### src/cmpo_cfg.svh
// Purpose: constants for the compare output action block
// Assumes: 32-bit AXI4-Lite register bus, 8-bit local address
// Notes:   definitions only
`ifndef CMPO_CFG_SVH
`define CMPO_CFG_SVH
// local address width and register byte offsets
`define CMPO_AW           8
`define CMPO_OFS_T1_CTRL  8'h00
`define CMPO_OFS_T3_CTRL  8'h04
`define CMPO_OFS_MODE_HI  8'h08
`define CMPO_OFS_DIR      8'h0c
`define CMPO_OFS_STATUS   8'h10
// reset values
`define CMPO_CTRL_RST     8'h00
`define CMPO_MODE_HI_RST  4'h0
`define CMPO_DIR_RST      6'h00
// field layout of a control register
`define CMPO_ACT_LSB_A    6
`define CMPO_ACT_STEP     2
`define CMPO_WGM_LO_MSB   1
// action codes
`define CMPO_ACT_OFF      2'h0
`define CMPO_ACT_TOGGLE   2'h1
// channel counts
`define CMPO_NCH          3
`define CMPO_NOUT         6
// waveform modes that allow toggling channel a
`define CMPO_WGM_PFC_ICR  4'h8
`define CMPO_WGM_PC_OCR   4'hb
`define CMPO_WGM_FAST_ICR 4'he
// bus responses
`define CMPO_RESP_OKAY    2'h0
`define CMPO_RESP_SLVERR  2'h2
`endif

### src/cmpo_pkg.sv
// Purpose: shared types of the compare output action block
// Assumes: constants come from cmpo_cfg.svh
// Notes:   class codes walk in gray order
package cmpo_pkg;
    typedef enum logic [1:0]
    {
        CMPO_NONPWM = 2'h0,
        CMPO_FAST   = 2'h1,
        CMPO_DUAL   = 2'h3,
        CMPO_RSVD   = 2'h2
    } cmpo_class_t;
endpackage

### src/cmpo_axi.sv
// Purpose: axi4-lite slave front end for the register file
// Assumes: one write and one read in flight at most
// Notes:   write commits one edge after both halves are held
`include "cmpo_cfg.svh"
module cmpo_axi
(
    // clock and reset
    input  wire logic                 aclk,
    input  wire logic                 aresetn,
    // write channels
    input  wire logic [`CMPO_AW-1:0]  s_axi_awaddr,
    input  wire logic                 s_axi_awvalid,
    output logic                      s_axi_awready,
    input  wire logic [31:0]          s_axi_wdata,
    input  wire logic [3:0]           s_axi_wstrb,
    input  wire logic                 s_axi_wvalid,
    output logic                      s_axi_wready,
    output logic [1:0]                s_axi_bresp,
    output logic                      s_axi_bvalid,
    input  wire logic                 s_axi_bready,
    // read channels
    input  wire logic                 s_axi_arvalid,
    output logic                      s_axi_arready,
    output logic [31:0]               s_axi_rdata,
    output logic [1:0]                s_axi_rresp,
    output logic                      s_axi_rvalid,
    input  wire logic                 s_axi_rready,
    // register file side
    output logic                      wr_en,
    output logic [`CMPO_AW-1:0]       wr_addr,
    output logic [31:0]               wr_data,
    output logic [3:0]                wr_strb,
    input  wire logic                 wr_err,
    input  wire logic [31:0]          rd_data,
    input  wire logic                 rd_err
);
    logic aw_held_r;
    logic w_held_r;

    // handshake decode
    wire aw_take     = s_axi_awvalid & s_axi_awready;
    wire w_take      = s_axi_wvalid & s_axi_wready;
    wire ar_take     = s_axi_arvalid & s_axi_arready;
    wire aw_held_nxt = (aw_held_r & !wr_en) | aw_take;
    wire w_held_nxt  = (w_held_r & !wr_en) | w_take;
    wire bvalid_nxt  = wr_en | (s_axi_bvalid & !s_axi_bready);
    wire rvalid_nxt  = ar_take | (s_axi_rvalid & !s_axi_rready);
    assign wr_en     = aw_held_r & w_held_r & !s_axi_bvalid;

    // write address and data capture
    always_ff @(posedge aclk)
    begin
        if (aw_take)
            wr_addr <= s_axi_awaddr;
        if (w_take)
        begin
            wr_data <= s_axi_wdata;
            wr_strb <= s_axi_wstrb;
        end
    end

    // write handshake state
    always_ff @(posedge aclk)
    begin
        if (!aresetn)
        begin
            aw_held_r     <= 1'h0;
            w_held_r      <= 1'h0;
            s_axi_awready <= 1'h1;
            s_axi_wready  <= 1'h1;
            s_axi_bvalid  <= 1'h0;
            s_axi_bresp   <= `CMPO_RESP_OKAY;
        end
        else
        begin
            aw_held_r     <= aw_held_nxt;
            w_held_r      <= w_held_nxt;
            s_axi_awready <= !aw_held_nxt & !bvalid_nxt;
            s_axi_wready  <= !w_held_nxt & !bvalid_nxt;
            s_axi_bvalid  <= bvalid_nxt;
            if (wr_en)
                s_axi_bresp <= wr_err ? `CMPO_RESP_SLVERR : `CMPO_RESP_OKAY;
        end
    end

    // read handshake, data sampled at the address edge
    always_ff @(posedge aclk)
    begin
        if (!aresetn)
        begin
            s_axi_arready <= 1'h1;
            s_axi_rvalid  <= 1'h0;
            s_axi_rdata   <= 32'h0000_0000;
            s_axi_rresp   <= `CMPO_RESP_OKAY;
        end
        else
        begin
            s_axi_arready <= !rvalid_nxt;
            s_axi_rvalid  <= rvalid_nxt;
            if (ar_take)
            begin
                s_axi_rdata <= rd_data;
                s_axi_rresp <= rd_err ? `CMPO_RESP_SLVERR : `CMPO_RESP_OKAY;
            end
        end
    end

    bresp_hold_a: assert property (@(posedge aclk) disable iff (!aresetn)
        (s_axi_bvalid && !s_axi_bready) |=> (s_axi_bvalid && $stable(s_axi_bresp)))
        else $error("write response dropped before ready");
    rd_answer_a: assert property (@(posedge aclk) disable iff (!aresetn)
        ar_take |=> s_axi_rvalid)
        else $error("read answer not given next cycle");
    axi_write_c: cover property (@(posedge aclk) disable iff (!aresetn)
        s_axi_bvalid && s_axi_bready);
endmodule

### src/cmpo_chan.sv
// Purpose: one compare output channel level and its pin hookup
// Assumes: timer events are one-cycle strobes qualified by tick
// Notes:   level changes only on a tick edge
`include "cmpo_cfg.svh"
module cmpo_chan
(
    // clock and reset
    input  wire logic                 aclk,
    input  wire logic                 aresetn,
    // setup
    input  wire logic [1:0]           code,
    input  cmpo_pkg::cmpo_class_t     cls,
    input  wire logic                 tog_ok,
    // timer events
    input  wire logic                 tick,
    input  wire logic                 match,
    input  wire logic                 at_top,
    input  wire logic                 count_down,
    input  wire logic                 eq_top,
    input  wire logic                 eq_bottom,
    // results
    output logic                      level_r,
    output logic                      connect
);
    // decode of the action for this tick
    wire is_np    = (cls == cmpo_pkg::CMPO_NONPWM);
    wire is_fast  = (cls == cmpo_pkg::CMPO_FAST);
    wire is_dual  = (cls == cmpo_pkg::CMPO_DUAL);
    wire tog_code = (code == `CMPO_ACT_TOGGLE);
    wire do_tog   = tick & match & tog_code & (is_np | tog_ok);
    wire np_fix   = tick & match & is_np & code[1];
    wire f_top    = tick & is_fast & code[1] & at_top;
    wire f_match  = tick & is_fast & code[1] & match & !eq_top;
    wire d_edge   = tick & is_dual & code[1] & (eq_bottom | eq_top);
    wire d_match  = tick & is_dual & code[1] & match;
    wire d_val    = eq_bottom ? code[0] : (eq_top ? !code[0] : (code[0] ^ count_down));
    wire act      = do_tog | np_fix | f_top | f_match | d_edge | d_match;
    wire val      = do_tog ? !level_r :
                    (f_top ? !code[0] : ((d_edge | d_match) ? d_val : code[0]));
    logic level_nxt;

    // pin override whenever the code is live for this mode
    assign connect   = (code != `CMPO_ACT_OFF) & (!tog_code | is_np | tog_ok);
    assign level_nxt = act ? val : level_r;

    // output level, updated in the tick cycle
    always_ff @(posedge aclk)
    begin
        if (!aresetn)
            level_r <= 1'b0;
        else
            level_r <= level_nxt;
    end

    np_toggle_a: assert property (@(posedge aclk) disable iff (!aresetn)
        (tick && match && is_np && code == 2'h1) |=> (level_r != $past(level_r)))
        else $error("non-pwm toggle missed");
    fast_top_a: assert property (@(posedge aclk) disable iff (!aresetn)
        (tick && at_top && is_fast && code == 2'h2) |=> level_r)
        else $error("fast pwm top did not set output");
    fast_ignore_a: assert property (@(posedge aclk) disable iff (!aresetn)
        (tick && match && eq_top && !at_top && is_fast && code[1]) |=> $stable(level_r))
        else $error("fast pwm match at top not ignored");
    dual_slope_a: assert property (@(posedge aclk) disable iff (!aresetn)
        (tick && match && !eq_top && !eq_bottom && is_dual && code == 2'h2)
        |=> (level_r == $past(count_down)))
        else $error("dual slope level wrong for direction");
    dual_bottom_a: assert property (@(posedge aclk) disable iff (!aresetn)
        (tick && eq_bottom && is_dual && code == 2'h3) |=> level_r)
        else $error("inverted bottom compare not held high");
    idle_hold_a: assert property (@(posedge aclk) disable iff (!aresetn)
        (code == 2'h0) |=> $stable(level_r))
        else $error("disconnected channel changed level");
    fast_top_c: cover property (@(posedge aclk) disable iff (!aresetn)
        tick && at_top && is_fast && code[1]);
    dual_down_c: cover property (@(posedge aclk) disable iff (!aresetn)
        tick && match && count_down && is_dual && code[1]);
    toggle_c: cover property (@(posedge aclk) disable iff (!aresetn) do_tog && tog_ok);
endmodule

### src/cmpo_top.sv
// Contract
// - nonzero action field routes channel output onto its pin, per channel; code 01 routes only where it toggles.
// - pin driver enabled only when that pin's direction bit is set.
// - action field meaning depends on waveform mode class.
// - non-pwm: code 01 toggles, 10 clears, 11 sets on match.
// - code 00 always leaves the pin with normal port function.
// - fast pwm code 01 toggles channel a only in modes 14, 15.
// - fast pwm code 10 clears on match, sets at top.
// - fast pwm code 11 sets on match, clears at top.
// - fast pwm compare equal to top ignores match, keeps top action.
// - dual-slope code 01 toggles channel a only in modes 8 to 11.
// - dual-slope code 10 clears on up match, sets on down match.
// - dual-slope code 11 sets on up match, clears on down match.
// - dual-slope compare at bottom holds low, at top high; inverted opposite.
// - modes 0,4,12 non-pwm; 5-7,14,15 fast; 1-3,8-11 dual-slope.
//
// Purpose: compare output action logic for two 16-bit timers
// Assumes: timer event inputs synchronous to aclk, qualified by tick
// Notes:   pin outputs are registered one cycle behind the channel level
//
// Implementation choices: the AXI4-Lite slave port and the address map.
`include "cmpo_cfg.svh"
module cmpo_top
(
    // clock and reset
    input  wire logic                      aclk,
    input  wire logic                      aresetn,
    // axi4-lite write
    input  wire logic [`CMPO_AW-1:0]       s_axi_awaddr,
    input  wire logic                      s_axi_awvalid,
    output logic                           s_axi_awready,
    input  wire logic [31:0]               s_axi_wdata,
    input  wire logic [3:0]                s_axi_wstrb,
    input  wire logic                      s_axi_wvalid,
    output logic                           s_axi_wready,
    output logic [1:0]                     s_axi_bresp,
    output logic                           s_axi_bvalid,
    input  wire logic                      s_axi_bready,
    // axi4-lite read
    input  wire logic [`CMPO_AW-1:0]       s_axi_araddr,
    input  wire logic                      s_axi_arvalid,
    output logic                           s_axi_arready,
    output logic [31:0]                    s_axi_rdata,
    output logic [1:0]                     s_axi_rresp,
    output logic                           s_axi_rvalid,
    input  wire logic                      s_axi_rready,
    // timer events, index 0 timer1, index 1 timer3
    input  wire logic [1:0]                timer_tick,
    input  wire logic [1:0]                timer_at_top,
    input  wire logic [1:0]                timer_count_down,
    // per channel events, bit 3*timer+channel
    input  wire logic [`CMPO_NOUT-1:0]     chan_match,
    input  wire logic [`CMPO_NOUT-1:0]     chan_eq_top,
    input  wire logic [`CMPO_NOUT-1:0]     chan_eq_bottom,
    // to the counters
    output logic [7:0]                     waveform_mode_select,
    // to the port pins
    output logic [`CMPO_NOUT-1:0]          compare_out,
    output logic [`CMPO_NOUT-1:0]          pin_override,
    output logic [`CMPO_NOUT-1:0]          pin_oe
);
    logic [7:0]                 t1_ctrl_r;
    logic [7:0]                 t3_ctrl_r;
    logic [3:0]                 mode_hi_r;
    logic [`CMPO_NOUT-1:0]      dir_r;
    logic [`CMPO_NOUT-1:0]      level;
    logic [`CMPO_NOUT-1:0]      connect;
    logic                       wr_en;
    logic [`CMPO_AW-1:0]        wr_addr;
    logic [31:0]                wr_data;
    logic [3:0]                 wr_strb;
    logic [3:0]                 wgm [2];
    cmpo_pkg::cmpo_class_t      cls [2];
    logic [1:0]                 tog_a;
    logic                       wr_bad;
    logic                       rd_bad;
    logic [31:0]                rd_data;

    // mode number to class
    function automatic cmpo_pkg::cmpo_class_t mode_class(input logic [3:0] m);
        cmpo_pkg::cmpo_class_t c;
        c = cmpo_pkg::CMPO_RSVD;
        case (m)
            4'h0, 4'h4, 4'hc:               c = cmpo_pkg::CMPO_NONPWM;
            4'h5, 4'h6, 4'h7, 4'he, 4'hf:   c = cmpo_pkg::CMPO_FAST;
            4'h1, 4'h2, 4'h3, 4'h8, 4'h9,
            4'ha, 4'hb:                     c = cmpo_pkg::CMPO_DUAL;
            default:                        c = cmpo_pkg::CMPO_RSVD;
        endcase
        return c;
    endfunction

    // bus front end
    cmpo_axi u_axi
    (
        .aclk          (aclk),
        .aresetn       (aresetn),
        .s_axi_awaddr  (s_axi_awaddr),
        .s_axi_awvalid (s_axi_awvalid),
        .s_axi_awready (s_axi_awready),
        .s_axi_wdata   (s_axi_wdata),
        .s_axi_wstrb   (s_axi_wstrb),
        .s_axi_wvalid  (s_axi_wvalid),
        .s_axi_wready  (s_axi_wready),
        .s_axi_bresp   (s_axi_bresp),
        .s_axi_bvalid  (s_axi_bvalid),
        .s_axi_bready  (s_axi_bready),
        .s_axi_arvalid (s_axi_arvalid),
        .s_axi_arready (s_axi_arready),
        .s_axi_rdata   (s_axi_rdata),
        .s_axi_rresp   (s_axi_rresp),
        .s_axi_rvalid  (s_axi_rvalid),
        .s_axi_rready  (s_axi_rready),
        .wr_en         (wr_en),
        .wr_addr       (wr_addr),
        .wr_data       (wr_data),
        .wr_strb       (wr_strb),
        .wr_err        (wr_bad),
        .rd_data       (rd_data),
        .rd_err        (rd_bad)
    );

    // write address decode, low byte lane carries every field
    wire wr_t1   = wr_en & (wr_addr == `CMPO_OFS_T1_CTRL) & wr_strb[0];
    wire wr_t3   = wr_en & (wr_addr == `CMPO_OFS_T3_CTRL) & wr_strb[0];
    wire wr_mode = wr_en & (wr_addr == `CMPO_OFS_MODE_HI) & wr_strb[0];
    wire wr_dir  = wr_en & (wr_addr == `CMPO_OFS_DIR) & wr_strb[0];
    wire wr_hit  = (wr_addr == `CMPO_OFS_T1_CTRL) | (wr_addr == `CMPO_OFS_T3_CTRL) |
                   (wr_addr == `CMPO_OFS_MODE_HI) | (wr_addr == `CMPO_OFS_DIR) |
                   (wr_addr == `CMPO_OFS_STATUS);
    assign wr_bad  = !wr_hit;

    // read address decode and data select
    wire ra_t1   = (s_axi_araddr == `CMPO_OFS_T1_CTRL);
    wire ra_t3   = (s_axi_araddr == `CMPO_OFS_T3_CTRL);
    wire ra_mode = (s_axi_araddr == `CMPO_OFS_MODE_HI);
    wire ra_dir  = (s_axi_araddr == `CMPO_OFS_DIR);
    wire ra_stat = (s_axi_araddr == `CMPO_OFS_STATUS);
    assign rd_bad  = !(ra_t1 | ra_t3 | ra_mode | ra_dir | ra_stat);
    assign rd_data = ra_t1   ? {24'h00_0000, t1_ctrl_r} :
                     ra_t3   ? {24'h00_0000, t3_ctrl_r} :
                     ra_mode ? {28'h000_0000, mode_hi_r} :
                     ra_dir  ? {26'h000_0000, dir_r} :
                     ra_stat ? {20'h0_0000, pin_override, compare_out} :
                               32'h0000_0000;

    // control registers, one per timer copy, and the shared mode-high and direction registers
    always_ff @(posedge aclk)
    begin
        if (!aresetn)
        begin
            t1_ctrl_r <= `CMPO_CTRL_RST;
            t3_ctrl_r <= `CMPO_CTRL_RST;
            mode_hi_r <= `CMPO_MODE_HI_RST;
            dir_r     <= `CMPO_DIR_RST;
        end
        else
        begin
            if (wr_t1)
                t1_ctrl_r <= wr_data[7:0];
            if (wr_t3)
                t3_ctrl_r <= wr_data[7:0];
            if (wr_mode)
                mode_hi_r <= wr_data[3:0];
            if (wr_dir)
                dir_r <= wr_data[`CMPO_NOUT-1:0];
        end
    end

    // full mode number, class and channel a toggle permit per timer
    assign wgm[0] = {mode_hi_r[1:0], t1_ctrl_r[`CMPO_WGM_LO_MSB:0]};
    assign wgm[1] = {mode_hi_r[3:2], t3_ctrl_r[`CMPO_WGM_LO_MSB:0]};
    assign cls[0] = mode_class(wgm[0]);
    assign cls[1] = mode_class(wgm[1]);
    assign tog_a[0] = (wgm[0] >= `CMPO_WGM_FAST_ICR) |
                      ((wgm[0] >= `CMPO_WGM_PFC_ICR) & (wgm[0] <= `CMPO_WGM_PC_OCR));
    assign tog_a[1] = (wgm[1] >= `CMPO_WGM_FAST_ICR) |
                      ((wgm[1] >= `CMPO_WGM_PFC_ICR) & (wgm[1] <= `CMPO_WGM_PC_OCR));

    // six channels, three per timer
    for (genvar g = 0; g < `CMPO_NOUT; g++)
    begin : g_chan
        localparam int TM = g / `CMPO_NCH;
        localparam int CH = g % `CMPO_NCH;
        localparam int LSB = `CMPO_ACT_LSB_A - `CMPO_ACT_STEP * CH;
        wire [7:0] ctrl = (TM == 0) ? t1_ctrl_r : t3_ctrl_r;
        wire       tok  = (CH == 0) & tog_a[TM];
        cmpo_chan u_chan
        (
            .aclk       (aclk),
            .aresetn    (aresetn),
            .code       (ctrl[LSB+1:LSB]),
            .cls        (cls[TM]),
            .tog_ok     (tok),
            .tick       (timer_tick[TM]),
            .match      (chan_match[g]),
            .at_top     (timer_at_top[TM]),
            .count_down (timer_count_down[TM]),
            .eq_top     (chan_eq_top[g]),
            .eq_bottom  (chan_eq_bottom[g]),
            .level_r    (level[g]),
            .connect    (connect[g])
        );
    end

    // registered pin side: level, override and driver enable
    always_ff @(posedge aclk)
    begin
        if (!aresetn)
        begin
            compare_out          <= '0;
            pin_override         <= '0;
            pin_oe               <= '0;
            waveform_mode_select <= 8'h00;
        end
        else
        begin
            compare_out          <= level;
            pin_override         <= connect;
            pin_oe               <= connect & dir_r;
            waveform_mode_select <= {wgm[1], wgm[0]};
        end
    end

    oe_needs_dir_a: assert property (@(posedge aclk) disable iff (!aresetn)
        (pin_oe == (pin_override & $past(dir_r))))
        else $error("pin driver enabled without direction bit");
    override_code_a: assert property (@(posedge aclk) disable iff (!aresetn)
        (t1_ctrl_r[7:6] == 2'h2) |=> pin_override[0])
        else $error("channel a not routed for code 10");
    off_code_a: assert property (@(posedge aclk) disable iff (!aresetn)
        (t3_ctrl_r[5:4] == 2'h0) |=> !pin_override[4])
        else $error("disconnected channel still routed");
    fast_b_tog_a: assert property (@(posedge aclk) disable iff (!aresetn)
        (cls[0] == cmpo_pkg::CMPO_FAST && t1_ctrl_r[5:4] == 2'h1) |=> !pin_override[1])
        else $error("fast pwm toggle routed channel b");
    class_map_a: assert property (@(posedge aclk) disable iff (!aresetn)
        (wgm[0] == 4'h9) |-> (cls[0] == cmpo_pkg::CMPO_DUAL))
        else $error("mode nine not dual slope");
    out_delay_a: assert property (@(posedge aclk) disable iff (!aresetn)
        ##1 (compare_out == $past(level)))
        else $error("pin level not one cycle behind channel");
    timer_mode_c: cover property (@(posedge aclk) disable iff (!aresetn)
        cls[0] == cmpo_pkg::CMPO_FAST && cls[1] == cmpo_pkg::CMPO_DUAL);
endmodule

### config.mk
export PLATFORM = sky130hd
export DESIGN_NAME = cmpo_top
export DESIGN_NICKNAME = d
export VERILOG_FILES = /design/src/cmpo_pkg.sv /design/src/cmpo_axi.sv /design/src/cmpo_chan.sv /design/src/cmpo_top.sv
export VERILOG_INCLUDE_DIRS = /design/src
export SDC_FILE = /design/constraint.sdc
export NUM_CORES = 1
export LEC_CHECK = 0
export BUFFER_PORTS_ARGS = -buffer_cell sky130_fd_sc_hd__buf_4
export CAP_MARGIN = 20
export CORE_UTILIZATION = 30
export DETAILED_ROUTE_END_ITERATION = 12
export SYNTH_ARGS = -nofsm -noshare
export SYNTH_HDL_FRONTEND = slang
export SYNTH_HIERARCHICAL = 1
export SYNTH_SLANG_ARGS = --single-unit
### constraint.sdc
create_clock -name aclk -period 3.44 [get_ports aclk]
set_clock_uncertainty 0.15 [all_clocks]
set_input_delay 1.032 -clock aclk [delete_from_list [all_inputs] [get_ports aclk]]
set_output_delay 1.032 -clock aclk [all_outputs]
set_load 0.005 [all_outputs]
# Word-level counts from Yosys, hierarchy flattened
# Memory sizes are Yosys's and may differ from the RTL's.
# Index checks and enable logic that the tools add are counted.
[op_classes]
order_cmp = 6
n_eq_ne = 18
muxes = 37
n_bitwise = 176
reduce_logical = 42
[op_table]
columns = ["op", "count"]
rows = [
  ["AND 1 bit", 103],
  ["OR 1 bit", 66],
  ["2-to-1 mux 12 bit", 5],
  ["equality test 8 x 4 -> 1 bit (second input constant)", 4],
  ["zero test 1 bit", 32],
  ["2-to-1 mux 1 bit", 30],
  ["equality test 2 x 1 -> 1 bit (second input constant)", 8],
  ["equality test 8 x 3 -> 1 bit (second input constant)", 2],
  ["equality test 8 x 5 -> 1 bit (second input constant)", 2],
  [">= comparator 4 bit (second input constant)", 4],
  ["zero test 8 bit", 2],
  ["nonzero test 2 bit", 6],
  ["<= comparator 4 bit (second input constant)", 2],
  ["AND 6 bit", 1],
  ["bitwise XOR 1 bit", 6],
  ["equality test 2 bit (second input constant)", 2],
  ["zero test 2 bit", 2],
  ["2-to-1 mux 2 bit", 2],
]
[totals]
reg_bits = 118
rom_bits = 64
input_bits = 83
output_inout_bits = 67
wordCells = 308
memories = 2
[memory_table]
columns = ["memory", "words", "word_bits", "read_ports", "rd_ports_with_merged_regs", "write_ports", "line_no", "rtl"]
rows = [
  ["(no name shown)", 16, 2, 1, 0, 0, "cmpo_top.sv:83", "case (m)"],
  ["(no name shown)", 16, 2, 1, 0, 0, "cmpo_top.sv:83", ""],
]

# Longest topological paths before layout
[logic_depth]
depth_word = 10
ltp_mapped = 9

# Hierarchy
# Netlist, hierarchy kept.
[by_module_without_submodules]
columns = ["mod", "n_inst", "cells_each", "area_per_inst_um2"]
rows = [
  ["cmpo_axi", 1, 220, 2984.1],
  ["cmpo_top", 1, 241, 2193.4],
  ["cmpo_chan", 6, 23, 175.2],
]

# Worst setup path after synthesis
# OpenSTA, ideal clock, no wires.
[synth_path]
path_type = "reg2reg"
from = "register t1_ctrl_r[0], in the netlist g_chan[0].ctrl[0]"
to = "register g_chan[0].u_chan.level_r"
setup_time_ns = 0.125
t_arrival_ns = 2.340
required_time_ns = 3.165
path_slack_ns = 0.825
path_stages_with_launch = 8
synth_period_minus_slack_ns = 2.615
path_cell_list = "dfxtp_1 nor2_1 o21ai_0 o21a_1 o221ai_1 o2111ai_2 o31ai_1 o41a_1"
[synth_rtl]
columns = ["item", "line_no", "rtl"]
rows = [
  ["start: declaration", "cmpo_top.sv:62", "logic [7:0] t1_ctrl_r;"],
  ["start signal: assignment", "cmpo_top.sv:152", "t1_ctrl_r <= `CMPO_CTRL_RST;"],
  ["start signal: assignment", "cmpo_top.sv:160", "t1_ctrl_r <= wr_data[7:0];"],
  ["end signal: assignment", "cmpo_chan.sv:52", "level_r <= level_nxt;"],
  ["end: declaration", "cmpo_chan.sv:22", "output logic level_r,"],
]

==> key figures <==
Status
  • Status: finished clean

Hold path
  • Worst Hold Class: reg -> reg

Yosys
  • Mapped Area: 5420 sq um
  • Cells after Synth: 572
  • Syn. warnings: 6
  • Mean post-synth cell area: 9.47 sq um

Routing
  • Drt drc: 0
  • Vias/cell: 4.64
  • First drt pass iteration count: 5
  • Final WL: 13500 microns
  • Routed WL per cell: 14.2 microns
  • 1st-iter DRT viols: 210
  • Via count: 4435
  • Antenna Nets Post-Route: 0

Die
  • DIE WIDTH: 136 microns
  • Starting Density: 31.0%
  • Area of the die: 18600 sq um
  • Height of the die: 136 microns
  • Io pins: 150
  • FP Rows: 48
  • Core box area: 17500 sq um

Global route
  • Gr usage total: 15.1%
  • Largest net degree at the start of global routing: 71
  • Initial antenna violation count: 0
  • First-pass GRT wire length: 21300 microns
  • Grt total ovfl: 0
  • Vias in the first global route: 4205

Setup path
  • Worst reg2reg setup slack: 1.08 ns
  • CP Capture Type: flop
  • Largest fanout on the critical path: 15
  • Arr. time, crit path: 2.49 ns
  • Worst path required time: 3.58 ns
  • Crit Path Category: reg -> reg
  • Worst Setup Start Kind: flop

STA
  • Max-slew violation count: 0
  • Max Fclk: 424 MHz
  • Tcrit/Tclk final: 68.5%
  • Rel. slew slack: 55.3%
  • Setup_tns: 0 ns
  • Hold Violations, Final: 0
  • Unrepaired setup endpoints after global routing: no
  • Final setup vio count: 0
  • Worst Tran Pin Value: 0.670 ns
  • Post-layout min period: 2.36 ns
  • Worst Hold Slack: 0.309 ns

CTS
  • CTS tree: built
  • Clock root cell: clkbuf_16
  • Worst-Skew Late Latency: 0.41 ns
  • Sink Count: 116
  • Resized Gates After CTS: 0
  • Post-CTS setup buffer count: 0
  • CTS Buf Count: 17
  • Clk slew on worst S/H paths: 0.05 ns
  • H-tree levels: 4
  • Longest Clk Path Bufs: 2
  • Hold-fix buffers at CTS: 0

Placed design
  • Placed Area: 6560 sq um
  • Global placer's final weighted congestion: 0.795
  • Post-DP HPWL: 9960 microns
  • Input/output buffers: 120

Layout
  • Syn-to-layout area delta: 33.2%
  • Post-route cell area: 7220 sq um
  • Share of cells above drive strength 1: 29.7%
  • Fin nets: 801
  • Filler cells: 1753
  • Antenna cells: 0

Power and ir drop
  • VDD IR max: 343 uV
  • Leak pwr: 3.14 nW
  • Power density cells: 499 nW/um^2

Run
  • Max_cap viols: 0
## final timing paths
check	start	end	cells after the start
setup / recovery	mode_hi_r[2]	g_chan[4].u_chan/level_r	8
hold / removal	u_axi/s_axi_rdata[0]	u_axi/s_axi_rdata[0]	2
setup reg to reg	mode_hi_r[2]	g_chan[4].u_chan/level_r	8
hold reg to reg	u_axi/s_axi_rdata[0]	u_axi/s_axi_rdata[0]	2
## cell usage in the layout, fill, tap and decap left out, drive strengths merged, types with 15 or more instances in the layout
| cell | count |
|---|---|
| edfxtp | 17 |
| mux2i | 30 |
| dfxtp | 99 |
| buf | 125 |
| clkbuf | 23 |
| o21ai | 15 |
| nor2 | 33 |
| inv | 24 |
| conb | 30 |
| and2 | 19 |
| nand2 | 124 |
| a21boi | 36 |
## registers in the layout, summed over array words and instances, names as in the netlist, 4 cells and up
signal / count
u_axi/s_axi_rdata: 32
g_chan.ctrl: 16
u_axi/wr_addr: 8
u_axi/wr_data: 8
waveform_mode_select: 8
compare_out: 6
dir_r: 6
g_chan.u_chan/level_r: 6
pin_oe: 6
pin_override: 6
mode_hi_r: 4
## power breakdown
part | switching (mW) | leakage [nW] | internal, mW
logic | 0.118 | 1.85 | 0.105
registers | 0.0179 | 0.965 | 1.41
clock network | 0.603 | 0.322 | 1.34
## cell type report
| class | count | area, sq um | area share [%] |
|---|---|---|---|
| inverters | 23 | 86.3 | 1.20 |
| multi-input cells | 435 | 2770 | 38.3 |
| well taps | 225 | 282 | 3.90 |
| clock inverters | 9 | 174 | 2.41 |
| flip-flops and latches | 116 | 2490 | 34.5 |
| repair buffers | 125 | 938 | 13.0 |
| clock buffers | 23 | 478 | 6.62 |
## metrics by stage
| stage | std cells | setup slack (ns) | utilization, % | power [mW] |
|---|---|---|---|---|
| floorplan | 600 | 0.825 | - | 1.58 |
| global placement | 924 | 0.819 | 37.6 | 1.68 |
| detailed placement | 924 | 0.816 | 37.6 | 1.68 |
| CTS | 956 | 1.07 | 41.3 | 3.64 |
| global route | 956 | 0.889 | 41.3 | 3.72 |
| finish | 956 | 1.08 | 41.3 | 3.60 |
## worst max-delay path: stages, from the launching register on
cell and delay [ns]:
dfxtp_1 0.41, nand2_1 0.07, o21ai_0 0.08, nand2_1 0.39
nand3b_1 0.23, o221ai_1 0.17, o2111ai_2 0.23, o31ai_1 0.10
o41a_1 0.41
## layer usage
metal / GRT usage (%) / wire, microns / part of all wire, %
met4: 5.86 / 90 / 0.66
met3: 4.47 / 901 / 6.7
met2: 23.7 / 6170 / 46
met5: 0 / 0 / 0
met1: 19.4 / 6380 / 47
No activity file was read; power rests on OpenSTA's default activity.
